`src/inc/sarc_pkg.sv`:
```
// Shared constants and types for the SAR converter control block
package sarc_pkg;
  localparam int ADDR_W = 4;
  localparam int DATA_W = 8;
  localparam int RES_W = 10;
  localparam int CH_W = 5;
  localparam int HI_W = RES_W - DATA_W;

  localparam logic [ADDR_W-1:0] REG_SC1 = 4'h0;
  localparam logic [ADDR_W-1:0] REG_SC2 = 4'h1;
  localparam logic [ADDR_W-1:0] REG_RHI = 4'h2;
  localparam logic [ADDR_W-1:0] REG_RLO = 4'h3;
  localparam logic [ADDR_W-1:0] REG_CVH = 4'h4;
  localparam logic [ADDR_W-1:0] REG_CVL = 4'h5;
  localparam logic [ADDR_W-1:0] REG_CFG = 4'h6;
  localparam logic [ADDR_W-1:0] REG_PIN = 4'h7;
  localparam logic [ADDR_W-1:0] REG_TICK = 4'h8;
  localparam logic [ADDR_W-1:0] REG_PWR = 4'h9;

  localparam int SC1_DONE = 7;
  localparam int SC1_IRQ_EN = 6;
  localparam int SC1_CONT = 5;
  localparam int SC1_CH = 0;
  localparam int SC2_ACTIVE = 7;
  localparam int SC2_HWTRIG = 6;
  localparam int SC2_CMP_EN = 5;
  localparam int SC2_CMP_GE = 4;
  localparam int CFG_LOW_PWR = 7;
  localparam int CFG_DIV = 5;
  localparam int CFG_LONG = 4;
  localparam int CFG_MODE10 = 2;
  localparam int CFG_CLK = 0;
  localparam int TICK_SRC = 4;
  localparam int TICK_PER = 0;
  localparam int PWR_LOW_VOLTAGE_DETECT_STOP_ENABLE = 1;
  localparam int PWR_BANDGAP_BUFFER_ENABLE = 0;

  localparam logic [CH_W-1:0] CH_OFF = 5'h1F;
  localparam logic [CH_W-1:0] CH_TEMP = 5'h1A;
  localparam logic [CH_W-1:0] CH_BANDGAP = 5'h1B;

  localparam logic [1:0] CLK_BUS = 2'h0;
  localparam logic [1:0] CLK_BUS_DIV2 = 2'h1;
  localparam logic [1:0] CLK_ALT = 2'h2;
  localparam logic [1:0] CLK_LOCAL = 2'h3;

  localparam logic [4:0] SHORT_SAMPLE = 5'h04;
  localparam logic [4:0] LONG_SAMPLE = 5'h18;
  localparam logic [1:0] SETTLE_CYC = 2'h3;
  localparam logic [3:0] TOP_BIT = 4'h9;
  localparam logic [RES_W-1:0] CODE_MID = 10'h200;
  localparam logic [2:0] TICK_OFF = 3'h0;
  localparam int TICK_SHIFT = 4;

  typedef enum logic [1:0] {ST_IDLE, ST_SAMPLE, ST_CONVERT} sarc_state_t;

  typedef struct packed {
    logic [ADDR_W-1:0] addr;
    logic [DATA_W-1:0] wdata;
    logic wr;
    logic rd;
  } sarc_bus_t;
endpackage

```
`src/rtl/sarc_ctrl.sv`:
```
// SAR converter control: registers, conversion sequencer, compare and trigger
//
// Summary of operation
// - With hardware trigger on and channel not all ones, each tick counter overflow while idle starts a conversion.
// - Tick counter clocks from external reference or the 32 kHz source.
// - Tick counter runs freely; overflow period set by source and period select.
// - Tick counter triggers in run, wait and stop level three.
// - Conversions in stop level three need the low-voltage stop enable set.
// - Only one analog pin enable register exists.
// - Software sets the bandgap buffer enable before converting the bandgap channel.
// - Results come from 10-bit successive approximation.
// - Results are right-justified in 10-bit or 8-bit format.
// - Single mode returns to idle after one result; continuous keeps going.
// - Sample time and speed/power trade-off are configurable.
// - A completion flag and interrupt report an available result.
// - Converter clock selects among four sources, one a local async clock and one an unwired alternate that never ticks.
// - Each result is compared less-than or greater-or-equal; match raises interrupt.
// - Channel select field picks one of up to 28 inputs.
// - Writing control one aborts; starts anew unless channel is all ones or hardware trigger is on.
// - Flag sets per conversion or on compare match; write or low read clears.
// - Interrupt asserts when flag is set with interrupt enable high.
// - Hardware trigger starts continuous run, or exactly one conversion in single.
// - Active bit is set from start until completion or abort.
`timescale 1ns/1ps
module sarc_ctrl #(
  parameter int TICK_W = 16
) (
  input wire logic REF_CLK_IN,
  input wire logic RST_IN,
  input wire sarc_pkg::sarc_bus_t BUS_IN,
  output logic [sarc_pkg::DATA_W-1:0] RDATA_OUT,
  input wire logic COMP_IN,
  input wire logic ASYNC_CLK_IN,
  input wire logic EXT_REF_CLK_IN,
  input wire logic LPO_CLK_IN,
  input wire logic STOP_LEVEL_THREE_IN,
  output logic DONE_IRQ_OUT,
  output logic SAMPLE_OUT,
  output logic ANALOG_ON_OUT,
  output logic [sarc_pkg::RES_W-1:0] SAR_CODE_OUT,
  output logic [sarc_pkg::CH_W-1:0] CHANNEL_OUT,
  output logic LOW_POWER_OUT,
  output logic [sarc_pkg::DATA_W-1:0] PIN_ENABLE_OUT,
  output logic BANDGAP_BUF_OUT
);
  import sarc_pkg::*;

  logic [DATA_W-1:0] wd;
  logic wr_sc1;
  logic rd_rlo;
  logic irq_en;
  logic cont_en;
  logic [CH_W-1:0] chan;
  logic hw_trig_en;
  logic cmp_en;
  logic cmp_ge;
  logic [RES_W-1:0] cv;
  logic [1:0] clk_div;
  logic long_smp;
  logic mode10;
  logic [1:0] clk_sel;
  logic tick_src;
  logic [2:0] tick_per;
  logic low_voltage_detect_stop_enable;
  logic done_flag;
  logic [RES_W-1:0] result;
  logic [DATA_W-1:0] rd_val;
  logic [1:0] pin_raw;
  logic [1:0] sy1;
  logic [1:0] sy2;
  logic async_d;
  logic comp_s;
  logic async_edge;
  logic bus_half;
  logic src_tick;
  logic [2:0] div_cnt;
  logic [2:0] div_last;
  logic adck_tick;
  logic tick_ovf;
  logic halted;
  logic abort;
  logic sw_go;
  logic hw_go;
  sarc_state_t state;
  sarc_state_t next_state;
  logic enter_smp;
  logic enter_cnv;
  logic [4:0] smp_cnt;
  logic [1:0] settle;
  logic [3:0] bit_idx;
  logic step;
  logic conv_end;
  logic [RES_W-1:0] kept;
  logic [RES_W-1:0] fmt;
  logic [RES_W-1:0] cv_eff;
  logic cmp_true;
  logic set_done;

  localparam logic [RES_W-1:0] CODE_ONE = 10'h001;
  function automatic logic [RES_W-1:0] bitm(input logic [3:0] i);
    bitm = CODE_ONE << i;
  endfunction

  assign wd = BUS_IN.wdata;
  assign wr_sc1 = BUS_IN.wr && (BUS_IN.addr == REG_SC1);
  assign rd_rlo = BUS_IN.rd && (BUS_IN.addr == REG_RLO);

  // Software-written configuration
  always_ff @(posedge REF_CLK_IN or posedge RST_IN) begin
    if (RST_IN) begin
      irq_en <= 1'h0;
      cont_en <= 1'h0;
      chan <= CH_OFF;
      hw_trig_en <= 1'h0;
      cmp_en <= 1'h0;
      cmp_ge <= 1'h0;
      cv <= '0;
      LOW_POWER_OUT <= 1'h0;
      clk_div <= 2'h0;
      long_smp <= 1'h0;
      mode10 <= 1'h0;
      clk_sel <= CLK_BUS;
      PIN_ENABLE_OUT <= '0;
      tick_src <= 1'h0;
      tick_per <= TICK_OFF;
      low_voltage_detect_stop_enable <= 1'h0;
      BANDGAP_BUF_OUT <= 1'h0;
    end else if (BUS_IN.wr) begin
      case (BUS_IN.addr)
        REG_SC1: begin
          irq_en <= wd[SC1_IRQ_EN];
          cont_en <= wd[SC1_CONT];
          chan <= wd[SC1_CH +: CH_W];
        end
        REG_SC2: begin
          hw_trig_en <= wd[SC2_HWTRIG];
          cmp_en <= wd[SC2_CMP_EN];
          cmp_ge <= wd[SC2_CMP_GE];
        end
        REG_CVH: cv[RES_W-1:DATA_W] <= wd[HI_W-1:0];
        REG_CVL: cv[DATA_W-1:0] <= wd;
        REG_CFG: begin
          LOW_POWER_OUT <= wd[CFG_LOW_PWR];
          clk_div <= wd[CFG_DIV +: 2];
          long_smp <= wd[CFG_LONG];
          mode10 <= wd[CFG_MODE10];
          clk_sel <= wd[CFG_CLK +: 2];
        end
        REG_PIN: PIN_ENABLE_OUT <= wd;
        REG_TICK: begin
          tick_src <= wd[TICK_SRC];
          tick_per <= wd[TICK_PER +: 3];
        end
        REG_PWR: begin
          low_voltage_detect_stop_enable <= wd[PWR_LOW_VOLTAGE_DETECT_STOP_ENABLE];
          BANDGAP_BUF_OUT <= wd[PWR_BANDGAP_BUFFER_ENABLE];
        end
        default: ;
      endcase
    end
  end

  // Read view; unmapped offsets, including absent pin enable registers, read zero
  always_comb begin
    rd_val = '0;
    case (BUS_IN.addr)
      REG_SC1: begin
        rd_val[SC1_DONE] = done_flag;
        rd_val[SC1_IRQ_EN] = irq_en;
        rd_val[SC1_CONT] = cont_en;
        rd_val[SC1_CH +: CH_W] = chan;
      end
      REG_SC2: begin
        rd_val[SC2_ACTIVE] = (state != ST_IDLE);
        rd_val[SC2_HWTRIG] = hw_trig_en;
        rd_val[SC2_CMP_EN] = cmp_en;
        rd_val[SC2_CMP_GE] = cmp_ge;
      end
      REG_RHI: rd_val[HI_W-1:0] = result[RES_W-1:DATA_W];
      REG_RLO: rd_val = result[DATA_W-1:0];
      REG_CVH: rd_val[HI_W-1:0] = cv[RES_W-1:DATA_W];
      REG_CVL: rd_val = cv[DATA_W-1:0];
      REG_CFG: begin
        rd_val[CFG_LOW_PWR] = LOW_POWER_OUT;
        rd_val[CFG_DIV +: 2] = clk_div;
        rd_val[CFG_LONG] = long_smp;
        rd_val[CFG_MODE10] = mode10;
        rd_val[CFG_CLK +: 2] = clk_sel;
      end
      REG_PIN: rd_val = PIN_ENABLE_OUT;
      REG_TICK: begin
        rd_val[TICK_SRC] = tick_src;
        rd_val[TICK_PER +: 3] = tick_per;
      end
      REG_PWR: begin
        rd_val[PWR_LOW_VOLTAGE_DETECT_STOP_ENABLE] = low_voltage_detect_stop_enable;
        rd_val[PWR_BANDGAP_BUFFER_ENABLE] = BANDGAP_BUF_OUT;
      end
      default: rd_val = '0;
    endcase
  end

  always_ff @(posedge REF_CLK_IN or posedge RST_IN) begin
    if (RST_IN) begin
      RDATA_OUT <= '0;
    end else begin
      RDATA_OUT <= BUS_IN.rd ? rd_val : '0;
    end
  end

  // Comparator and local async clock arrive from the analog side
  assign pin_raw = {ASYNC_CLK_IN, COMP_IN};
  for (genvar i = 0; i < 2; i++) begin : g_sync
    always_ff @(posedge REF_CLK_IN or posedge RST_IN) begin
      if (RST_IN) begin
        sy1[i] <= 1'h0;
        sy2[i] <= 1'h0;
      end else begin
        sy1[i] <= pin_raw[i];
        sy2[i] <= sy1[i];
      end
    end
  end
  assign comp_s = sy2[0];

  always_ff @(posedge REF_CLK_IN or posedge RST_IN) begin
    if (RST_IN) begin
      async_d <= 1'h0;
      bus_half <= 1'h0;
    end else begin
      async_d <= sy2[1];
      bus_half <= ~bus_half;
    end
  end
  assign async_edge = sy2[1] & ~async_d;

  // Alternate source is not wired on this device, so it never ticks
  always_comb begin
    case (clk_sel)
      CLK_BUS: src_tick = 1'h1;
      CLK_BUS_DIV2: src_tick = bus_half;
      CLK_LOCAL: src_tick = async_edge;
      default: src_tick = 1'h0;
    endcase
  end

  assign div_last = (3'h1 << clk_div) - 3'h1;
  assign adck_tick = src_tick && (div_cnt == div_last);

  always_ff @(posedge REF_CLK_IN or posedge RST_IN) begin
    if (RST_IN) begin
      div_cnt <= 3'h0;
    end else if (src_tick) begin
      div_cnt <= (div_cnt == div_last) ? 3'h0 : div_cnt + 3'h1;
    end
  end

  sarc_tick #(
    .CNT_W(TICK_W)
  ) u_tick (
    .clk_in(REF_CLK_IN),
    .rst_in(RST_IN),
    .ext_ref_in(EXT_REF_CLK_IN),
    .lpo_in(LPO_CLK_IN),
    .src_sel_in(tick_src),
    .period_sel_in(tick_per),
    .overflow_out(tick_ovf)
  );

  assign halted = STOP_LEVEL_THREE_IN && !low_voltage_detect_stop_enable;
  assign abort = wr_sc1 || halted;
  assign sw_go = (wd[SC1_CH +: CH_W] != CH_OFF) && !hw_trig_en;
  assign hw_go = hw_trig_en && tick_ovf && (chan != CH_OFF);

  // Sequencer; a write always wins over the running conversion
  always_comb begin
    next_state = state;
    if (halted) begin
      next_state = ST_IDLE;
    end else if (wr_sc1) begin
      next_state = sw_go ? ST_SAMPLE : ST_IDLE;
    end else begin
      case (state)
        ST_IDLE: if (hw_go) next_state = ST_SAMPLE;
        ST_SAMPLE: if (adck_tick && smp_cnt == 5'h00) next_state = ST_CONVERT;
        ST_CONVERT: if (conv_end) next_state = cont_en ? ST_SAMPLE : ST_IDLE;
        default: next_state = ST_IDLE;
      endcase
    end
  end

  assign enter_smp = (next_state == ST_SAMPLE) && (state != ST_SAMPLE || wr_sc1);
  assign enter_cnv = (next_state == ST_CONVERT) && (state != ST_CONVERT);
  assign step = (state == ST_CONVERT) && adck_tick && (settle == 2'h0) && !abort;
  assign conv_end = step && (bit_idx == 4'h0);

  always_ff @(posedge REF_CLK_IN or posedge RST_IN) begin
    if (RST_IN) begin
      state <= ST_IDLE;
    end else begin
      state <= next_state;
    end
  end

  always_ff @(posedge REF_CLK_IN or posedge RST_IN) begin
    if (RST_IN) begin
      smp_cnt <= 5'h00;
    end else if (enter_smp) begin
      smp_cnt <= (long_smp ? LONG_SAMPLE : SHORT_SAMPLE) - 5'h01;
    end else if (state == ST_SAMPLE && adck_tick && smp_cnt != 5'h00) begin
      smp_cnt <= smp_cnt - 5'h01;
    end
  end

  // Settle gap lets the trial code reach the comparator through its synchroniser
  always_ff @(posedge REF_CLK_IN or posedge RST_IN) begin
    if (RST_IN) begin
      settle <= 2'h0;
    end else if (enter_cnv || step) begin
      settle <= SETTLE_CYC;
    end else if (settle != 2'h0) begin
      settle <= settle - 2'h1;
    end
  end

  // Comparator high means the input is at or above the trial code
  assign kept = comp_s ? SAR_CODE_OUT : SAR_CODE_OUT & ~bitm(bit_idx);

  always_ff @(posedge REF_CLK_IN or posedge RST_IN) begin
    if (RST_IN) begin
      bit_idx <= 4'h0;
      SAR_CODE_OUT <= '0;
    end else if (enter_cnv) begin
      bit_idx <= TOP_BIT;
      SAR_CODE_OUT <= CODE_MID;
    end else if (step) begin
      bit_idx <= bit_idx - 4'h1;
      SAR_CODE_OUT <= (bit_idx != 4'h0) ? kept | bitm(bit_idx - 4'h1) : kept;
    end
  end

  assign fmt = mode10 ? kept : {{HI_W{1'b0}}, kept[RES_W-1 -: DATA_W]};
  assign cv_eff = mode10 ? cv : {{HI_W{1'b0}}, cv[DATA_W-1:0]};
  assign cmp_true = cmp_ge ? (fmt >= cv_eff) : (fmt < cv_eff);
  assign set_done = conv_end && (!cmp_en || cmp_true);

  always_ff @(posedge REF_CLK_IN or posedge RST_IN) begin
    if (RST_IN) begin
      result <= '0;
    end else if (set_done) begin
      result <= fmt;
    end
  end

  // Set beats a clear in the same cycle
  always_ff @(posedge REF_CLK_IN or posedge RST_IN) begin
    if (RST_IN) begin
      done_flag <= 1'h0;
    end else if (set_done) begin
      done_flag <= 1'h1;
    end else if (wr_sc1 || rd_rlo) begin
      done_flag <= 1'h0;
    end
  end

  always_ff @(posedge REF_CLK_IN or posedge RST_IN) begin
    if (RST_IN) begin
      DONE_IRQ_OUT <= 1'h0;
      SAMPLE_OUT <= 1'h0;
      ANALOG_ON_OUT <= 1'h0;
      CHANNEL_OUT <= CH_OFF;
    end else begin
      DONE_IRQ_OUT <= done_flag && irq_en;
      SAMPLE_OUT <= (next_state == ST_SAMPLE);
      ANALOG_ON_OUT <= (next_state != ST_IDLE);
      CHANNEL_OUT <= chan;
    end
  end
endmodule

```
`src/rtl/sarc_tick.sv`:
```
// Free-running periodic tick counter producing the hardware trigger
`timescale 1ns/1ps
module sarc_tick #(
  parameter int CNT_W = 16
) (
  input wire logic clk_in,
  input wire logic rst_in,
  input wire logic ext_ref_in,
  input wire logic lpo_in,
  input wire logic src_sel_in,
  input wire logic [2:0] period_sel_in,
  output logic overflow_out
);
  import sarc_pkg::*;

  localparam logic [CNT_W-1:0] CNT_ONE = {{(CNT_W-1){1'b0}}, 1'b1};

  logic [1:0] raw;
  logic [1:0] s1;
  logic [1:0] s2;
  logic [1:0] s3;
  logic [1:0] edge_seen;
  logic src_edge;
  logic [CNT_W-1:0] cnt;
  logic [CNT_W-1:0] limit;

  assign raw = {lpo_in, ext_ref_in};

  // Both tick sources are foreign clocks, sampled as levels
  for (genvar i = 0; i < 2; i++) begin : g_sync
    always_ff @(posedge clk_in or posedge rst_in) begin
      if (rst_in) begin
        s1[i] <= 1'b0;
        s2[i] <= 1'b0;
        s3[i] <= 1'b0;
      end else begin
        s1[i] <= raw[i];
        s2[i] <= s1[i];
        s3[i] <= s2[i];
      end
    end
    assign edge_seen[i] = s2[i] & ~s3[i];
  end

  assign src_edge = src_sel_in ? edge_seen[1] : edge_seen[0];
  assign limit = (CNT_ONE << (int'(period_sel_in) + TICK_SHIFT)) - CNT_ONE;

  // Not gated by any power mode, so triggers keep coming in wait and stop
  always_ff @(posedge clk_in or posedge rst_in) begin
    if (rst_in) begin
      cnt <= '0;
      overflow_out <= 1'b0;
    end else if (period_sel_in == TICK_OFF) begin
      cnt <= '0;
      overflow_out <= 1'b0;
    end else begin
      overflow_out <= 1'b0;
      if (src_edge) begin
        if (cnt >= limit) begin
          cnt <= '0;
          overflow_out <= 1'b1;
        end else begin
          cnt <= cnt + CNT_ONE;
        end
      end
    end
  end
endmodule

```
`config.mk`:
```
export PLATFORM = sky130hd
export DESIGN_NAME = sarc_ctrl
export DESIGN_NICKNAME = d
export VERILOG_FILES = /design/src/inc/sarc_pkg.sv /design/src/rtl/sarc_ctrl.sv /design/src/rtl/sarc_tick.sv
export SDC_FILE = /design/constraint.sdc
export NUM_CORES = 1
export LEC_CHECK = 0
export ABC_CLOCK_PERIOD_IN_PS = 10590
export BUFFER_PORTS_ARGS = -buffer_cell sky130_fd_sc_hd__buf_4
export CAP_MARGIN = 10
export CORE_ASPECT_RATIO = 1.25
export CORE_MARGIN = 2
export CORE_UTILIZATION = 65
export DETAILED_ROUTE_END_ITERATION = 7
export HOLD_SLACK_MARGIN = 0.05
export PLACE_DENSITY = 0.86
export SYNTH_ARGS = -nofsm -noshare
export SYNTH_HDL_FRONTEND = slang
export SYNTH_SLANG_ARGS = --single-unit
export TNS_END_PERCENT = 50
```
`constraint.sdc`:
```
create_clock -name REF_CLK_IN -period 10.59 [get_ports REF_CLK_IN]
set_input_delay 2.118 -clock REF_CLK_IN [delete_from_list [all_inputs] [get_ports REF_CLK_IN]]
set_output_delay 2.118 -clock REF_CLK_IN [all_outputs]
set_load 0.02 [all_outputs]
```
==> run summary <==
Setup ws final: 6.47 ns
Antenna Cells: 0
DP Wirelength: 12.2 mm
Hold Crit Depth: 0
Mapped Cells: 649
Pre-CTS setup slack: 6.09 ns
Final Power: 1.56 mW
RSZ-0062 raised after global routing: false
Post-route ant nets: 0
Cell taking the most area after synthesis: dfrtp_1
Die H: 116 µm
Clk slew on worst S/H paths: 0.05 ns
Pwr dens: 204 nW/µm²
Clock Latency Late Sink: 0.42 ns
Status: completed
Root buf cell: clkbuf_16
CTS resizes: 0
Slew @ Worst Pin: 1.16 ns
Largest net degree at the start of global routing: 63
Max cap viols: 0
Synth Cell Area: 6510 µm²
Fmax achieved: 0.243 GHz
Cell row count: 40
Crit share post-route: 38.9%
Max IR drop VDD: 0.000131 V
First-pass GRT wire length: 28.3 mm
TritonRoute pass-1 iters: 7
Worst r2r path cells: 10
Critical Path RT: 10.90 ns
Clk_skew: 0.00605 ns
Distinct cell type count after synthesis: 70
Clock Tree Buf Depth: 2
I/O Pins: 57
DRC marker count from the first detailed-route iteration: 451
Seq/Total Area, Yosys: 47.5%
Overall Global Routing Usage: 34.6%
Core Util, Final: 79.1%
# DRC: 0
Setup bufs post-CTS: 0
CTS tree: done
Via count of the first global-routing pass: 5467
Slew headroom: 22.6%
Avg Cell Area, Syn: 10.0 µm²
Layout fillers: 602
Final net count: 750
Final Max Slew Viols: 0
Die area: 10800 µm²
Core Footprint: 9660 µm²
Top post-synthesis cells by area: dfrtp_1, ha_1, mux2_2
Die X: 93.5 µm
Hold_buf cts: 0
Total grt overflow: 0
CP startpoint kind: primary input
Hold Vio Cnt, Final: 0
Lkg Pwr: 3.55 nW
Initial antenna violation count: 0
Commonest non-fill, non-tap cell in the layout: dfrtp_1
Wire per inst: 21.0 µm
Yosys warns: 0
Fraction of registers with async set/reset: 100%
Number of synthesized register bits: 123
Crit Path Max Fanout: 23
Worst setup EP type: flop
Multi-input gate area: 3220 µm²
CP Class: primary input to flop
Most frequent cells in the layout: dfrtp_1, nand2_1, buf_4, nor2_1, o21ai_0
Final setup fails: 0
Num CTS Buffers: 17
Post-Route WL: 17.6 mm
Layout area overhead: 17.5%
Layout cells sized above 1: 20.6%
Hold WC Path Type: flop to flop
PortBufs: 56
WP data arrival: 4.43 ns
Total number of vias: 5365
Ys flop type: dfrtp_1
Hold WS: 0.346 ns
Initial core utilization: 67.4%
Htree depth: 4
DR vias/cell: 6.40
Syn_nets: 700
Post-synth EDFFs: 0
Tmin final: 4.12 ns
Setup TNS: 0 ns
Routability congestion estimate: 0.954
Seq. cell area: 3090 µm²
# clock sinks: 123
Yosys top cell area share: 43.5%
## through the flow
| step | cell area [µm²] | instances |
|---|---|---|
| final | 7640 | 838 |
| after global routing | 7640 | 838 |
| after CTS | 7640 | 838 |
| after detailed placement | 7000 | 806 |
| after global placement | 7000 | 806 |
| after floorplan | 6510 | 649 |
## cells in the mapped netlist (3+ instances only)
library cell and number:
nor3_1 10, dfstp_2 10, inv_1 26, a22oi_1 3
xnor2_1 6, o21a_1 5, o31ai_1 6, mux2_2 33
and2_1 11, nor3b_1 3, mux2_1 8, nand4_1 6
a22o_1 3, nor2b_1 10, o211ai_1 8, mux2i_1 16
a311oi_1 3, and3_1 10, dfrtp_1 113, xor2_1 6
a211oi_1 4, nand2_1 97, a32oi_1 3, a31oi_1 10
nand3_1 33, nor2_1 36, o21ai_0 35, ha_1 30
nand2b_1 4, nand3b_1 6, a21oi_1 18, clkbuf_1 20
a221oi_1 5, buf_2 4
## worst max-delay path, cell delays in order
cell and delay, ns:
buf_4 0.20, nor3b_2 0.28, and2_1 0.44, mux2_2 0.41
nand2_1 0.11, a21o_4 0.14, nand2_1 0.06, ha_1 0.23
nand4_1 0.09, xnor2_1 0.08, mux2_4 0.25
## cell type report
class / count / share of cell area [%]
inverters: 26 / 1.31
flip-flops and latches: 123 / 40.4
clock buffers: 22 / 6.33
clock inverters: 10 / 2.11
repair buffers: 58 / 5.70
multi-input cells: 473 / 42.1
well taps: 126 / 2.06
## routing by layer
metal / share of wire, % / vias to the layer above / track usage [%] / wire length, µm
met3: 6.2 / 67 / 5.98 / 1100
met2: 51 / 282 / 59.8 / 9020
met5: 0 / - / 0 / 0
li1: - / 2420 / - / -
met1: 38 / 2596 / 40.8 / 6680
met4: 4.7 / 0 / 19.8 / 830
## power breakdown
part	switching [mW]	internal [mW]
Sequential	0.0808	0.542
Clock	0.212	0.418
Combinational	0.179	0.130
## state kept, by name (all words and copies together) (netlist names), 5 cells and up
signal          flops
CHANNEL_OUT         5
PIN_ENABLE_OUT      8
RDATA_OUT           8
SAR_CODE_OUT       10
chan                5
cv                 10
result             10
smp_cnt             5
u_tick.cnt         16
## final timing paths
kind | start | slack [ns] | to
setup reg to reg | bit_idx[2] | 6.64 | result[8]
max in group asynchronous | RST_IN | 7.52 | SAR_CODE_OUT[9]
hold reg to reg | u_tick.s1[0] | 0.35 | u_tick.s2[0]
hold / removal | u_tick.s1[0] | 0.35 | u_tick.s2[0]
min in group asynchronous | RST_IN | 1.82 | RDATA_OUT[0]
setup / recovery | BUS_IN[11] | 6.47 | smp_cnt[4]
## kinds of logic (layout without fill, tap and decap cells)
logic type / count (synthesis) / count (layout) / share of synthesized area [%]
other: 2 / 2 / 0.115
XOR/XNOR: 12 / 12 / 1.62
adder cells (fa/ha/maj): 30 / 30 / 5.77
buffers and inverters: 53 / 116 / 3.19
AND/OR/NAND/NOR: 242 / 242 / 18.0
flip-flops: 123 / 123 / 47.5
AO/OA/AOI/OAI: 128 / 128 / 13.7
multiplexers: 59 / 59 / 10.1
(Power assumes the default switching activity.)
